[config.mk]
export PLATFORM = sky130hd
export DESIGN_NAME = servo_motion_limiter
export DESIGN_NICKNAME = d
export VERILOG_FILES = /design/src/rtl/servo_motion_limiter_pkg.sv /design/src/rtl/torque_limit_select.sv /design/src/rtl/servo_motion_limiter.sv
export VERILOG_INCLUDE_DIRS = /design/src /design/src/rtl
export SDC_FILE = /design/constraint.sdc
export NUM_CORES = 1
export LEC_CHECK = 0
export ABC_AREA = 1
export BUFFER_PORTS_ARGS = -buffer_cell sky130_fd_sc_hd__buf_2
export CORE_AREA = 3 3 270 272
export DETAILED_ROUTE_END_ITERATION = 16
export DIE_AREA = 0 0 273 275
export GPL_ROUTABILITY_DRIVEN = 0
export GPL_TIMING_DRIVEN = 0
export HOLD_SLACK_MARGIN = 0.02
export PLACE_DENSITY_LB_ADDON = 0.25
export SYNTH_ARGS = -nofsm -noshare
export SYNTH_HDL_FRONTEND = slang
export SYNTH_HIERARCHICAL = 1
export SYNTH_SLANG_ARGS = --single-unit
export TNS_END_PERCENT = 5
[constraint.sdc]
create_clock -name i_clk_sys -period 1.5 [get_ports i_clk_sys]
set_clock_uncertainty 0.05 [all_clocks]
set_input_delay 0.15 -clock i_clk_sys [delete_from_list [all_inputs] [get_ports i_clk_sys]]
set_output_delay 0.15 -clock i_clk_sys [all_outputs]
set_load 0.02 [all_outputs]
[src/rtl/servo_motion_limiter_defs.svh]
// servo_motion_limiter_defs.svh: offsets, widths, codes and reset values as macros
// assumes inclusion by bare name from the package and the design files
`ifndef SERVO_MOTION_LIMITER_DEFS_SVH
`define SERVO_MOTION_LIMITER_DEFS_SVH

// data widths
`define SML_TQ_W 16
`define SML_SPD_W 32
`define SML_POS_W 32
`define SML_ACC_W 32

// torque limit source selector codes
`define SML_SEL_PEAK 2'h0
`define SML_SEL_TORQUE 2'h1
`define SML_SEL_ANALOG 2'h2

// operating mode codes
`define SML_MODE_TORQUE 2'h0
`define SML_MODE_SPEED 2'h1
`define SML_MODE_POSITION 2'h2

// limit-reached detail bit positions
`define SML_LIM_TORQUE 0
`define SML_LIM_SPEED 1
`define SML_LIM_HW_POS 2
`define SML_LIM_HW_NEG 3
`define SML_LIM_SW_POS 4
`define SML_LIM_SW_NEG 5

// motion-parameter-limited detail bit positions
`define SML_PRM_SPEED 0
`define SML_PRM_ACCEL 1
`define SML_PRM_DECEL 2

// parameter soft error detail bit position
`define SML_ERR_SOFT_LIMITS 0

// torque scale: tenths of a percent of stall current, 100 percent reads 1000
`define SML_TQ_SCALE 16'h000A
`define SML_TQ_FULL 16'h03E8

// reset values
`define SML_RST_TQ 16'h0000
`define SML_RST_DETAIL 6'h00
`define SML_RST_PRM 3'h0

`endif

[src/rtl/servo_motion_limiter_pkg.sv]
// servo_motion_limiter_pkg: types shared by the motion limiter files
// assumes servo_motion_limiter_defs.svh is on the include path
`include "servo_motion_limiter_defs.svh"

package servo_motion_limiter_pkg;

  typedef enum logic [1:0] {
    SEL_PEAK = 2'h0,
    SEL_TORQUE = 2'h1,
    SEL_ANALOG = 2'h2,
    SEL_RSVD = 2'h3
  } torque_src_type;

  typedef enum logic [1:0] {
    DRV_OP_ENABLED = 2'h0,
    DRV_QUICK_STOP = 2'h1
  } drive_state_type;

  typedef struct packed {
    logic [`SML_TQ_W-1:0] user_current_ceiling;
    logic [`SML_TQ_W-1:0] rated_current_ceiling;
    logic [`SML_TQ_W-1:0] torque_ceiling;
    logic [`SML_TQ_W-1:0] torque_limit_pos_value;
    logic [`SML_TQ_W-1:0] torque_limit_neg_value;
    logic [`SML_TQ_W-1:0] analog_torque_limit;
    torque_src_type torque_limit_source_sel;
  } torque_cfg_type;

  typedef struct packed {
    logic [`SML_SPD_W-1:0] speed_ceiling;
    logic [`SML_SPD_W-1:0] profile_speed_ceiling;
    logic [`SML_ACC_W-1:0] profile_accel_ceiling;
    logic [`SML_ACC_W-1:0] profile_decel_ceiling;
  } motion_cfg_type;

  typedef struct packed {
    logic soft_travel_limit_on;
    logic [`SML_POS_W-1:0] soft_travel_max;
    logic [`SML_POS_W-1:0] soft_travel_min;
  } travel_cfg_type;

  typedef struct packed {
    logic [`SML_SPD_W-1:0] speed;
    logic [`SML_ACC_W-1:0] accel;
    logic [`SML_ACC_W-1:0] decel;
  } profile_type;

endpackage

[src/rtl/torque_limit_select.sv]
// torque_limit_select: picks the torque limit source and reports the applied limits
// assumes all inputs come from logic on i_clk_sys; outputs registered but the clamp flag
`timescale 1ns/1ps
`include "servo_motion_limiter_defs.svh"

module torque_limit_select (
  // clock and reset
  input wire logic i_clk_sys,
  input wire logic i_resetn,
  // configuration
  input wire servo_motion_limiter_pkg::torque_cfg_type i_cfg,
  // torque demand, signed, tenths of a percent of stall current
  input wire logic signed [`SML_TQ_W-1:0] i_torque_demand,
  // applied limits and clamped demand
  output logic [`SML_TQ_W-1:0] o_limit_pos,
  output logic [`SML_TQ_W-1:0] o_limit_neg,
  output logic signed [`SML_TQ_W-1:0] o_torque_out,
  output logic o_clamping
);

  function automatic logic [`SML_TQ_W-1:0] umin(input logic [`SML_TQ_W-1:0] a,
                                               input logic [`SML_TQ_W-1:0] b);
    umin = (a < b) ? a : b;
  endfunction

  logic [`SML_TQ_W-1:0] cur_cap;
  logic [`SML_TQ_W-1:0] lim_pos_nxt;
  logic [`SML_TQ_W-1:0] lim_neg_nxt;
  logic signed [`SML_TQ_W:0] dem_ext;
  logic signed [`SML_TQ_W:0] pos_ext;
  logic signed [`SML_TQ_W:0] neg_ext;

  // the user ceiling always caps the current, whatever the source
  assign cur_cap = umin(i_cfg.user_current_ceiling, i_cfg.rated_current_ceiling);

  always_comb begin
    case (i_cfg.torque_limit_source_sel)
      servo_motion_limiter_pkg::SEL_PEAK: begin
        lim_pos_nxt = cur_cap;
        lim_neg_nxt = cur_cap;
      end
      servo_motion_limiter_pkg::SEL_TORQUE: begin
        lim_pos_nxt = umin(cur_cap, umin(i_cfg.torque_ceiling, i_cfg.torque_limit_pos_value));
        lim_neg_nxt = umin(cur_cap, umin(i_cfg.torque_ceiling, i_cfg.torque_limit_neg_value));
      end
      servo_motion_limiter_pkg::SEL_ANALOG: begin
        lim_pos_nxt = umin(cur_cap, i_cfg.analog_torque_limit);
        lim_neg_nxt = umin(cur_cap, i_cfg.analog_torque_limit);
      end
      default: begin
        // unused code falls back to the peak source
        lim_pos_nxt = cur_cap;
        lim_neg_nxt = cur_cap;
      end
    endcase
  end

  assign dem_ext = {i_torque_demand[`SML_TQ_W-1], i_torque_demand};
  assign pos_ext = {1'b0, lim_pos_nxt};
  assign neg_ext = -{1'b0, lim_neg_nxt};
  // unregistered so the warning lines up with the clamped demand
  assign o_clamping = (dem_ext > pos_ext) || (dem_ext < neg_ext);

  always_ff @(posedge i_clk_sys or negedge i_resetn) begin
    if (!i_resetn) begin
      o_limit_pos <= `SML_RST_TQ;
      o_limit_neg <= `SML_RST_TQ;
    end else begin
      o_limit_pos <= lim_pos_nxt;
      o_limit_neg <= lim_neg_nxt;
    end
  end

  always_ff @(posedge i_clk_sys or negedge i_resetn) begin
    if (!i_resetn) begin
      o_torque_out <= `SML_RST_TQ;
    end else if (dem_ext > pos_ext) begin
      o_torque_out <= lim_pos_nxt;
    end else if (dem_ext < neg_ext) begin
      o_torque_out <= neg_ext[`SML_TQ_W-1:0];
    end else begin
      o_torque_out <= i_torque_demand;
    end
  end

endmodule // torque_limit_select

[src/rtl/servo_motion_limiter.sv]
// servo_motion_limiter: motion limit supervisor of a servo drive
// assumes parameters arrive from the fieldbus side on i_clk_sys; end switches are pins
//
// Functional notes
// - user current ceiling caps motor current
// - torque limit from one of three sources
// - applied positive and negative limits are readable
// - torque clamping raises limit-reached torque detail
// - torque values in tenths of stall percent
// - speed magnitude clamped symmetrically to ceiling
// - speed clamp only in speed, position modes
// - speed clamp raises limit-reached speed detail
// - reverse polarity swaps end switch roles
// - request into active end switch: quick stop
// - quick stop active until motor stationary
// - hardware limit warning held while limiting
// - opposite-side switch: no stop, no indication
// - request beyond soft travel limit: quick stop
// - soft limit warning held while limiting
// - max below min raises parameter soft error
// - profile speed clamped to lower ceiling
// - profile accel and decel clamped to ceilings
// - profile clamping raises motion-parameter-limited warning
`timescale 1ns/1ps
`include "servo_motion_limiter_defs.svh"

module servo_motion_limiter (
  // clock and reset
  input wire logic i_clk_sys,
  input wire logic i_resetn,
  // configuration from the master
  input wire servo_motion_limiter_pkg::torque_cfg_type i_torque_cfg,
  input wire servo_motion_limiter_pkg::motion_cfg_type i_motion_cfg,
  input wire servo_motion_limiter_pkg::travel_cfg_type i_travel_cfg,
  input wire logic i_polarity_reverse,
  input wire logic [1:0] i_op_mode,
  input wire logic i_op_enabled,
  // live demands and feedback
  input wire logic signed [`SML_SPD_W-1:0] i_speed_request,
  input wire logic signed [`SML_TQ_W-1:0] i_torque_request,
  input wire logic signed [`SML_POS_W-1:0] i_measured_position,
  input wire logic i_motor_stopped,
  input wire servo_motion_limiter_pkg::profile_type i_profile_request,
  // end switch pins
  input wire logic i_pos_end_switch,
  input wire logic i_neg_end_switch,
  // limited demands
  output logic signed [`SML_SPD_W-1:0] o_speed_limited,
  output logic signed [`SML_TQ_W-1:0] o_torque_limited,
  output servo_motion_limiter_pkg::profile_type o_profile_limited,
  output logic [`SML_TQ_W-1:0] o_applied_torque_limit_pos,
  output logic [`SML_TQ_W-1:0] o_applied_torque_limit_neg,
  // stop control and drive state
  output logic o_quick_stop,
  output logic [`SML_ACC_W-1:0] o_decel_rate,
  output servo_motion_limiter_pkg::drive_state_type o_drive_state,
  // warnings
  output logic o_limit_reached,
  output logic [5:0] o_limit_detail,
  output logic o_param_limited,
  output logic [2:0] o_param_detail,
  output logic o_param_soft_error,
  output logic [0:0] o_param_soft_detail
);

  //////////////////////////////////////////////////////////////////////////////
  // helpers

  function automatic logic [`SML_SPD_W-1:0] umin32(input logic [`SML_SPD_W-1:0] a,
                                                   input logic [`SML_SPD_W-1:0] b);
    umin32 = (a < b) ? a : b;
  endfunction

  // quick stop ramps at the profile decel ceiling; no rate port of its own
  // so lowering that ceiling also softens the quick stop
  logic [`SML_ACC_W-1:0] emergency_decel_rate;
  assign emergency_decel_rate = i_motion_cfg.profile_decel_ceiling;

  //////////////////////////////////////////////////////////////////////////////
  // end switch synchronisers

  // a switch held through reset still needs two edges
  logic [1:0] pos_sw_sync_r;
  logic [1:0] neg_sw_sync_r;

  always_ff @(posedge i_clk_sys or negedge i_resetn) begin
    if (!i_resetn) begin
      pos_sw_sync_r <= 2'h0;
      neg_sw_sync_r <= 2'h0;
    end else begin
      pos_sw_sync_r <= {pos_sw_sync_r[0], i_pos_end_switch};
      neg_sw_sync_r <= {neg_sw_sync_r[0], i_neg_end_switch};
    end
  end

  logic end_pos;
  logic end_neg;

  // switches in the far half only; the first stage feeds nothing else
  assign end_pos = i_polarity_reverse ? neg_sw_sync_r[1] : pos_sw_sync_r[1];
  assign end_neg = i_polarity_reverse ? pos_sw_sync_r[1] : neg_sw_sync_r[1];

  //////////////////////////////////////////////////////////////////////////////
  // torque limit

  logic tq_clamping;

  // limits arrive already scaled to tenths of a percent of stall current
  torque_limit_select u_torque_limit_select (
    .i_clk_sys(i_clk_sys),
    .i_resetn(i_resetn),
    .i_cfg(i_torque_cfg),
    .i_torque_demand(i_torque_request),
    .o_limit_pos(o_applied_torque_limit_pos),
    .o_limit_neg(o_applied_torque_limit_neg),
    .o_torque_out(o_torque_limited),
    .o_clamping(tq_clamping)
  );

  //////////////////////////////////////////////////////////////////////////////
  // request sign and limit detection

  logic torque_mode;
  logic speed_mode;
  logic req_pos;
  logic req_neg;

  // torque modes take direction from the torque demand
  assign torque_mode = (i_op_mode == `SML_MODE_TORQUE);
  assign speed_mode = (i_op_mode == `SML_MODE_SPEED) || (i_op_mode == `SML_MODE_POSITION);
  assign req_pos = torque_mode ? (i_torque_request > 0) : (i_speed_request > 0);
  assign req_neg = torque_mode ? (i_torque_request < 0) : (i_speed_request < 0);

  logic hw_pos_hit;
  logic hw_neg_hit;
  logic sw_pos_hit;
  logic sw_neg_hit;

  // a switch on the far side of the request is ignored
  assign hw_pos_hit = i_op_enabled && req_pos && end_pos;
  assign hw_neg_hit = i_op_enabled && req_neg && end_neg;

  assign sw_pos_hit = i_op_enabled && i_travel_cfg.soft_travel_limit_on && req_pos &&
                      (i_measured_position > $signed(i_travel_cfg.soft_travel_max));
  assign sw_neg_hit = i_op_enabled && i_travel_cfg.soft_travel_limit_on && req_neg &&
                      (i_measured_position < $signed(i_travel_cfg.soft_travel_min));

  // one hit is enough to start the ramp
  logic any_hit;
  assign any_hit = hw_pos_hit || hw_neg_hit || sw_pos_hit || sw_neg_hit;

  //////////////////////////////////////////////////////////////////////////////
  // drive state: quick stop active while decelerating on a limit

  // the ramp itself runs in the speed loop
  servo_motion_limiter_pkg::drive_state_type state_r;
  servo_motion_limiter_pkg::drive_state_type state_nxt;

  always_comb begin
    case (state_r)
      servo_motion_limiter_pkg::DRV_OP_ENABLED: begin
        state_nxt = any_hit ? servo_motion_limiter_pkg::DRV_QUICK_STOP : state_r;
      end
      servo_motion_limiter_pkg::DRV_QUICK_STOP: begin
        // leave only once stationary, so a bounced switch cannot restart the ramp
        state_nxt = i_motor_stopped ? servo_motion_limiter_pkg::DRV_OP_ENABLED : state_r;
      end
      default: begin
        state_nxt = servo_motion_limiter_pkg::DRV_OP_ENABLED;
      end
    endcase
  end

  always_ff @(posedge i_clk_sys or negedge i_resetn) begin
    if (!i_resetn) begin
      state_r <= servo_motion_limiter_pkg::DRV_OP_ENABLED;
      o_drive_state <= servo_motion_limiter_pkg::DRV_OP_ENABLED;
      o_quick_stop <= 1'b0;
    end else begin
      state_r <= state_nxt;
      o_drive_state <= state_nxt;
      o_quick_stop <= (state_nxt == servo_motion_limiter_pkg::DRV_QUICK_STOP);
    end
  end

  always_ff @(posedge i_clk_sys or negedge i_resetn) begin
    if (!i_resetn) begin
      o_decel_rate <= '0;
    end else begin
      o_decel_rate <= emergency_decel_rate;
    end
  end

  //////////////////////////////////////////////////////////////////////////////
  // speed clamp

  logic signed [`SML_SPD_W:0] spd_ext;
  logic signed [`SML_SPD_W:0] cap_pos;
  logic signed [`SML_SPD_W:0] cap_neg;
  logic spd_clamp_hi;
  logic spd_clamp_lo;

  // spare bit so the negated ceiling cannot wrap
  assign spd_ext = {i_speed_request[`SML_SPD_W-1], i_speed_request};
  assign cap_pos = {1'b0, i_motion_cfg.speed_ceiling};
  assign cap_neg = -cap_pos;
  assign spd_clamp_hi = speed_mode && (spd_ext > cap_pos);
  assign spd_clamp_lo = speed_mode && (spd_ext < cap_neg);

  always_ff @(posedge i_clk_sys or negedge i_resetn) begin
    if (!i_resetn) begin
      o_speed_limited <= '0;
    end else if (spd_clamp_hi) begin
      o_speed_limited <= cap_pos[`SML_SPD_W-1:0];
    end else if (spd_clamp_lo) begin
      o_speed_limited <= cap_neg[`SML_SPD_W-1:0];
    end else begin
      o_speed_limited <= i_speed_request;
    end
  end

  //////////////////////////////////////////////////////////////////////////////
  // limit-reached warning, refreshed every cycle

  logic [5:0] detail_nxt;

  always_comb begin
    detail_nxt = `SML_RST_DETAIL;
    detail_nxt[`SML_LIM_TORQUE] = tq_clamping;
    detail_nxt[`SML_LIM_SPEED] = spd_clamp_hi || spd_clamp_lo;
    detail_nxt[`SML_LIM_HW_POS] = hw_pos_hit;
    detail_nxt[`SML_LIM_HW_NEG] = hw_neg_hit;
    detail_nxt[`SML_LIM_SW_POS] = sw_pos_hit;
    detail_nxt[`SML_LIM_SW_NEG] = sw_neg_hit;
  end

  always_ff @(posedge i_clk_sys or negedge i_resetn) begin
    if (!i_resetn) begin
      o_limit_detail <= `SML_RST_DETAIL;
      o_limit_reached <= 1'b0;
    end else begin
      o_limit_detail <= detail_nxt;
      o_limit_reached <= |detail_nxt;
    end
  end

  //////////////////////////////////////////////////////////////////////////////
  // soft limit consistency

  logic soft_crossed;

  assign soft_crossed = $signed(i_travel_cfg.soft_travel_max) <
                        $signed(i_travel_cfg.soft_travel_min);

  always_ff @(posedge i_clk_sys or negedge i_resetn) begin
    if (!i_resetn) begin
      o_param_soft_error <= 1'b0;
      o_param_soft_detail <= 1'h0;
    end else begin
      // checked regardless of enable, the master programs both before enabling
      o_param_soft_error <= soft_crossed;
      o_param_soft_detail[`SML_ERR_SOFT_LIMITS] <= soft_crossed;
    end
  end

  //////////////////////////////////////////////////////////////////////////////
  // profile parameter clamp

  logic [`SML_SPD_W-1:0] prof_spd_cap;
  logic [2:0] prm_nxt;

  assign prof_spd_cap = umin32(i_motion_cfg.profile_speed_ceiling,
                               i_motion_cfg.speed_ceiling);

  // flags use the raw request, not the clamped one
  always_comb begin
    prm_nxt = `SML_RST_PRM;
    prm_nxt[`SML_PRM_SPEED] = i_profile_request.speed > prof_spd_cap;
    prm_nxt[`SML_PRM_ACCEL] = i_profile_request.accel > i_motion_cfg.profile_accel_ceiling;
    prm_nxt[`SML_PRM_DECEL] = i_profile_request.decel > i_motion_cfg.profile_decel_ceiling;
  end

  always_ff @(posedge i_clk_sys or negedge i_resetn) begin
    if (!i_resetn) begin
      o_profile_limited <= '0;
      o_param_detail <= `SML_RST_PRM;
      o_param_limited <= 1'b0;
    end else begin
      o_profile_limited.speed <= umin32(i_profile_request.speed, prof_spd_cap);
      o_profile_limited.accel <= umin32(i_profile_request.accel,
                                        i_motion_cfg.profile_accel_ceiling);
      o_profile_limited.decel <= umin32(i_profile_request.decel,
                                        i_motion_cfg.profile_decel_ceiling);
      o_param_detail <= prm_nxt;
      o_param_limited <= |prm_nxt;
    end
  end

endmodule // servo_motion_limiter

==> run_results.csv, run 1 <==
group,metric,value,unit
run_status,outcome,"finished with violations",
run_status,violations,"negative hold slack, negative setup slack",
sta,hold_ws,-0.3334,ns
yosys,synth_cell_types,52,
sta,min_period_over_period,365.6,%
floorplanning,core_area,71000,µm²
worst_setup_path,crit_path_start_kind,"input port",
routing,drt-pass1-iter-count,5,
routing,wl_per_cell,19.12,µm
pwr,total_power,29.79,mW
yosys,synthFlopType,"dfrtp_1",
layout,area_delta_synth_final,52.92,%
routing,vias,25210,
routing,drt_wl_total,98.15,mm
sta,maxSlewViolCount,0,
global_routing,grtUsageTotal,24.44,%
yosys,yosys.area.top_type,"dfrtp_1",
global_routing,grt_use_met3,3.829,%
sta,max_freq,182.3,MHz
yosys,yosys_register_bits,227,
yosys,avgSynthCellArea,7.238,µm²
worst_setup_path,critical-path-top-cell-by-count,"nand2_2",
yosys,syn_nets,3922,
sta,fin_crit,5.484,ns
floorplanning,die_h,275,µm
sta,grt_setup_unrepaired,"yes",
yosys,synthCells,3033,
yosys,yosysSeqAreaShare,25.88,%
worst_setup_path,crit_required,1.93,ns
sta,setup_tns,-309.68,ns
place,dp_hpwl,77.36,mm
worst_setup_path,slowest_delay,0.30,ns
flow_run,maxCapViolCount,0,
worst_setup_path,critical_path_class,"in2reg",
global_routing,grt-ovfl-total,0,
worst_setup_path,worst-path-max-fanout,7,
sta,maxSlewHeadroom,46.47,%
pwr,vdd_drop_max,0.7441,mV
clock_network,cts_buffers,29,
yosys,synth_area,21950,µm²
global_routing,use_met2,40.29,%
routing,drtAntennaViolNets,0,
layout,layout.nets,5027,
clock_network,cts_root_buffer,"clkbuf_16",
layout,final_common_cell,"nand2_1",
routing,avgViaCountPerCell,4.911,
worst_setup_path,slowest_stage,"ha_1",
global_routing,grt_pass1_wl,142.9,mm
floorplanning,initial_core_util,30.92,%
worst_setup_path,cp_data_arrival_time,5.92,ns
routing,drc,0,
global_routing,top_usage_layer,"met2",
clock_network,cts_max_level,1,
global_routing,grt_pass1_vias,24420,
worst_hold_path,hold_class,"in2async",
clock_network,path_clk_slew,0.06,ns
clock_network,clk_path_buf_depth,3,
clock_network,cts.sinks,227,
yosys,synth_warnings,6,
global_routing,antenna_found_initial,34,
sta,setup_viol,150,
floorplanning,die_x,273,µm
floorplanning,rows,98,
sta,hold_viol,91,
sta,fin_ws,-3.984,ns
global_routing,grt_max_degree,87,
worst_setup_path,endpoint_kind,"flip-flop",
yosys,synth_top_area_share,25.88,%
sta,worstMarginPinSlew,0.8030,ns
layout,nFillCells,7027,
floorplanning,top_level_ports,700,
pwr,p_leak,18.06,nW
global_routing,use_met1,31.03,%
pwr,power_density,887.5,nW/µm²
routing,drt_iter0_drc,1523,
yosys,async_flop_share,100.0,%
clock_network,clk_latency,0.59,ns
yosys,synth.area.top_cells,"dfrtp_1, ha_1, nand2_1",
place,portBuffers,699,
clock_network,cts_tree,"done",
yosys,synth_edf_count,0,
layout,fin_util,47.28,%
layout,multi_input_area,15890,µm²
layout,final_layout_size_suffix_gt1_share,31.24,%
layout,final_cell_mix,"nand2_1, buf_2, inv_1, ha_1, dlygate4sd3_1",
layout,seq_area,5687,µm²
floorplanning,die_area,75080,µm²
where the power goes:
group,internal (mW),switching [mW],total [mW]
clock,4.43,3.13,7.56
sequential,7.08,0.384,7.46
combinational,5.92,8.85,14.8
worst max-delay path: cells and delay by family:
kind / cells / cell delay (ns)
xor gates and xnor gates: 1 / 0.19
AOI/OAI and AO/OA: 9 / 1.53
adders and majority gates: 4 / 1.02
buffers and inverters: 10 / 1.26
and+or+nand+nor: 21 / 1.72
kinds of logic (layout without fill, tap and decap cells):
kind of cell               Yosys count  after routing  share of synthesized area (%)
adders and majority gates          413            413                          23.54
AOI/OAI and AO/OA                  457            457                          11.66
DFF                                227            227                          25.88
other                                1             24                        0.01708
xor gates and xnor gates            39             39                          1.556
and+or+nand+nor                   1354           1354                          27.57
buffers and inverters              542           1670                          9.786
routing by layer:
layer	wire length [µm]	part of all wire [%]
met4	5825	5.9
met2	44970	46
met5	47	0.048
met1	41000	42
met3	6307	6.4
path summary, 6_finish.rpt:
path,slack (ns),endpoint,startpoint,cells past startpoint
worst max-delay path,-3.98,u_torque_limit_select/o_torque_out[8],i_torque_cfg[97],45
worst min-delay path,-0.33,o_profile_limited[50],i_resetn,2
worst max register to register,0.19,o_limit_reached,pos_sw_sync_r[1],10
worst min register to register,0.31,pos_sw_sync_r[1],pos_sw_sync_r[0],0
max in group asynchronous,0.52,u_torque_limit_select/o_limit_neg[14],i_resetn,4
min in group i_clk_sys,-0.13,o_profile_limited[79],i_motion_cfg[79],4
state kept, by name, indices dropped and copies added (netlist names):
register                            count
neg_sw_sync_r                           2
o_decel_rate                           32
o_limit_detail                          6
o_limit_reached                         1
o_param_detail                          3
o_param_limited                         1
o_param_soft_detail                     1
o_profile_limited                      96
o_quick_stop                            1
o_speed_limited                        32
pos_sw_sync_r                           2
state_r                                 2
u_torque_limit_select/o_limit_neg      16
u_torque_limit_select/o_limit_pos      16
u_torque_limit_select/o_torque_out     16
cell usage after synthesis (all sizes together), types with 12 or more instances:
cell,instances
a21oi,199
buf,53
clkbuf,30
dfrtp,227
ha,413
inv,456
nand2,811
nand3,222
nand3b,37
nand4,86
nor2,144
nor3,40
o211ai,27
o21a,12
o21ai,177
xor2,37
repair_timing:
action                                  CTS  global route
pin swaps                                72           154
hold endpoints to repair                327            93
endpoints found under the setup margin  188           271
gates cloned                              4             3
resized for setup                       206           290
hold buffers                            245             1
setup buffers                            69            55
final cells by class:
class	instances	share of cell area, %
Clock inverter	21	0.7455
Antenna cell	23	0.1715
Inverter	459	5.263
Sequential cell	227	16.94
Timing Repair Buffer	1074	21.65
Multi-Input combinational cell	2264	47.34
Tap cell	950	3.541
Buffer	83	2.057
Clock buffer	33	2.296
through the flow:
stage | std cells | area [µm²] | hold slack [ns] | setup WS [ns]
after floorplan | 3033 | 22350 | -0.1956 | -3.663
after global placement | 4682 | 27040 | 0.2131 | -6.224
after detailed placement | 4684 | 27100 | 0.07127 | -6.265
after CTS | 5056 | 31940 | -0.1658 | -4.141
after global routing | 5127 | 33550 | -0.3212 | -4.228
final | 5134 | 33570 | -0.3334 | -3.984
No activity file was read; power rests on OpenSTA's default activity.
==> inputs of run 2 (changes only) <==
--- a/config.mk
+++ b/config.mk
@@ -13,8 +13,10 @@
 export DIE_AREA = 0 0 273 275
 export GPL_ROUTABILITY_DRIVEN = 0
 export GPL_TIMING_DRIVEN = 0
-export HOLD_SLACK_MARGIN = 0.02
+export HOLD_SLACK_MARGIN = 0.05
 export PLACE_DENSITY_LB_ADDON = 0.25
+export SETUP_SLACK_MARGIN = 0.05
+export SLEW_MARGIN = 20
 export SYNTH_ARGS = -nofsm -noshare
 export SYNTH_HDL_FRONTEND = slang
 export SYNTH_HIERARCHICAL = 1
==> run 2 against run 1 <==
Net effect: the run still ends with negative hold slack, negative setup slack left; largest power group unchanged; non-clock buffer count is 39 lower; core utilization decreased by 0.88 points; global-route usage shrank 0.13 points; via count shrank 0.94%; routed wire length decreased by 1.6%; sequential power hardly changed; fmax shrank 2.2%; final cell count decreased by 0.76%; worst setup slack worse by 0.12 ns; sequential share of layout area is 0.32 points higher; critical endpoint is now u_torque_limit_select/o_torque_out[13]; largest cell class unchanged.
==> run_results.csv, run 2 (synthesis results as in run 1) <==
group,metric,value,unit
run_status,outcome,"finished with violations",
run_status,violations,"negative hold slack, negative setup slack",
clock_network,clk_path_buf_depth,3,
sta,max_freq,178.4,MHz
worst_hold_path,hold_class,"in2async",
sta,maxSlewHeadroom,44.74,%
worst_setup_path,slowest_delay,0.27,ns
sta,maxSlewViolCount,0,
sta,min_period_over_period,373.7,%
layout,final_cell_mix,"nand2_1, buf_2, inv_1, ha_1, dlygate4sd3_1",
worst_setup_path,crit_required,1.90,ns
pwr,vdd_drop_max,0.9231,mV
floorplanning,initial_core_util,30.92,%
layout,final_layout_size_suffix_gt1_share,29.81,%
worst_setup_path,critical-path-top-cell-by-count,"nand2_4",
global_routing,grt_max_degree,88,
worst_setup_path,critical_path_class,"in2reg",
routing,avgViaCountPerCell,4.902,
layout,largest_register_ffs,96,
place,dp_hpwl,77.27,mm
flow_run,maxCapViolCount,0,
routing,drtAntennaViolNets,0,
floorplanning,die_h,275,µm
clock_network,cts_max_level,1,
global_routing,grt_pass1_vias,24500,
worst_setup_path,cp_data_arrival_time,6.01,ns
worst_setup_path,ff2ff_path_depth,10,
worst_setup_path,r2r_slack,0.14,ns
clock_network,clk_latency,0.59,ns
sta,fin_crit,5.606,ns
place,dp_slack,-6.274,ns
pwr,power_density,875.7,nW/µm²
layout,layout.nets,4988,
sta,setup_viol,150,
floorplanning,core_area,71000,µm²
sta,hold_ws,-0.5566,ns
sta,hold_viol,175,
floorplanning,die_area,75080,µm²
sta,fin_ws,-4.106,ns
clock_network,cts_root_buffer,"clkbuf_16",
layout,top_regs,"o_profile_limited (96), o_decel_rate (32), o_speed_limited (32)",
routing,wl_per_cell,18.95,µm
clock_network,cts_tree,"done",
layout,nFillCells,7108,
worst_setup_path,slowest_stage,"ha_4",
floorplanning,die_x,273,µm
place,place_inst,4684,
pwr,p_leak,17.78,nW
global_routing,antenna_found_initial,40,
layout,largest_register,"o_profile_limited",
routing,drc,0,
place,portBuffers,699,
floorplanning,rows,98,
clock_network,path_clk_slew,0.06,ns
routing,drt_iter0_drc,1455,
worst_setup_path,endpoint_kind,"flip-flop",
worst_setup_path,crit_path_start_kind,"input port",
floorplanning,top_level_ports,700,
sta,worstMarginPinSlew,0.8289,ns
routing,drt-pass1-iter-count,5,
global_routing,grtUsageTotal,24.31,%
global_routing,grt_pass1_wl,141.7,mm
routing,vias,24980,
layout,area_delta_synth_final,50.08,%
layout,final_common_cell,"nand2_1",
global_routing,grt-ovfl-total,0,
clock_network,cts_buffers,29,
layout,finalNonFillerCells,5095,
worst_setup_path,r2r_end,"o_limit_reached",
routing,drt_wl_total,96.54,mm
worst_setup_path,worst-path-max-fanout,8,
clock_network,cts.sinks,227,
sta,grt_setup_unrepaired,"yes",
worst_setup_path,r2r_start,"pos_sw_sync_r[1]",
==> run 2: cell types whose count changed in the layout (fill, tap and decap cells not counted), moves of 4 or more <==
cell,previous run,this run
a21oi_2,23,18
buf_12,8,4
buf_2,711,706
buf_4,107,99
buf_6,39,26
clkbuf_1,11,16
clkbuf_4,7,2
clkinv_2,9,5
ha_1,380,386
ha_4,33,27
nand2_1,728,740
nand2_2,61,48
nor2_1,120,124
==> run 2: layer usage <==
metal,part of all wire [%],GRT usage [%],wire [µm],vias to the layer above
met2,46,40.21,44200,902
met4,5.8,11.95,5556,14
met5,0.10,0,101,-
li1,-,-,-,12300
met1,42,30.68,40480,11530
met3,6.4,4.143,6197,233
==> run 2: final cells by class <==
cell class                      count  area (µm²)  share of cell area [%]
Multi-Input combinational cell   2264       15700                   47.66
Timing Repair Buffer             1035        6899                   20.94
Sequential cell                   227        5688                   17.26
Inverter                          459        1772                   5.378
Tap cell                          950        1189                   3.608
Clock buffer                       40       817.0                   2.480
Buffer                             83       655.6                   1.990
Clock inverter                     11       158.9                  0.4823
Antenna cell                       26       65.06                  0.1975
==> run 2: per-stage QoR <==
step | setup TNS (ns) | hold slack [ns] | area, µm² | total power [mW] | utilization, %
2_1_floorplan | -230.91 | -0.1956 | 22350 | 14.46 | -
3_3_place_gp | -1395.02 | 0.2131 | 27040 | 18.84 | 38.09
3_5_place_dp | -456.43 | 0.07010 | 27100 | 18.91 | 38.18
4_1_cts | -302.10 | -0.5617 | 31920 | 28.10 | 44.96
5_1_grt | -335.78 | -0.5329 | 32930 | 30.69 | 46.38
6_report | -304.44 | -0.5566 | 32950 | 28.85 | 46.40
==> run 2: repair_timing <==
| action | CTS | global route |
|---|---|---|
| hold endpoints to repair | 331 | 179 |
| hold buffers | 244 | 1 |
| setup endpoints to repair | 192 | 185 |
| resized for setup | 242 | 203 |
| gates cloned | 4 | 1 |
| setup buffers | 55 | 29 |
| pin swaps | 68 | 106 |
==> run 2: critical path, delay by kind of cell <==
kind / cells / cell delay [ns]
adder cells (fa/ha/maj): 4 / 0.89
AND/OR/NAND/NOR: 25 / 2.66
XOR/XNOR: 1 / 0.27
buffers and inverters: 9 / 1.13
AO/OA/AOI/OAI: 5 / 0.84
==> run 2: how the worst max path moves through the flow <==
stage / start / end / slack, ns / depth (start not counted)
3_5_place_dp: i_torque_cfg[35] / o_limit_reached / -6.27 / 44
4_1_cts: i_torque_cfg[35] / o_limit_reached / -4.16 / 49
2_1_floorplan: i_torque_cfg[71] / u_torque_limit_select/o_torque_out[13] / -3.66 / 38
5_1_grt: i_torque_cfg[51] / u_torque_limit_select/o_torque_out[13] / -4.38 / 46
6_report: i_torque_cfg[71] / u_torque_limit_select/o_torque_out[13] / -4.11 / 44
3_3_place_gp: i_torque_cfg[35] / o_limit_reached / -6.22 / 44
==> run 2: power by group <==
part	switching (mW)	internal (mW)	total, mW
registers	0.384	7.08	7.46
clock network	2.98	4.33	7.31
logic	8.55	5.53	14.1
total	11.9	16.9	28.9
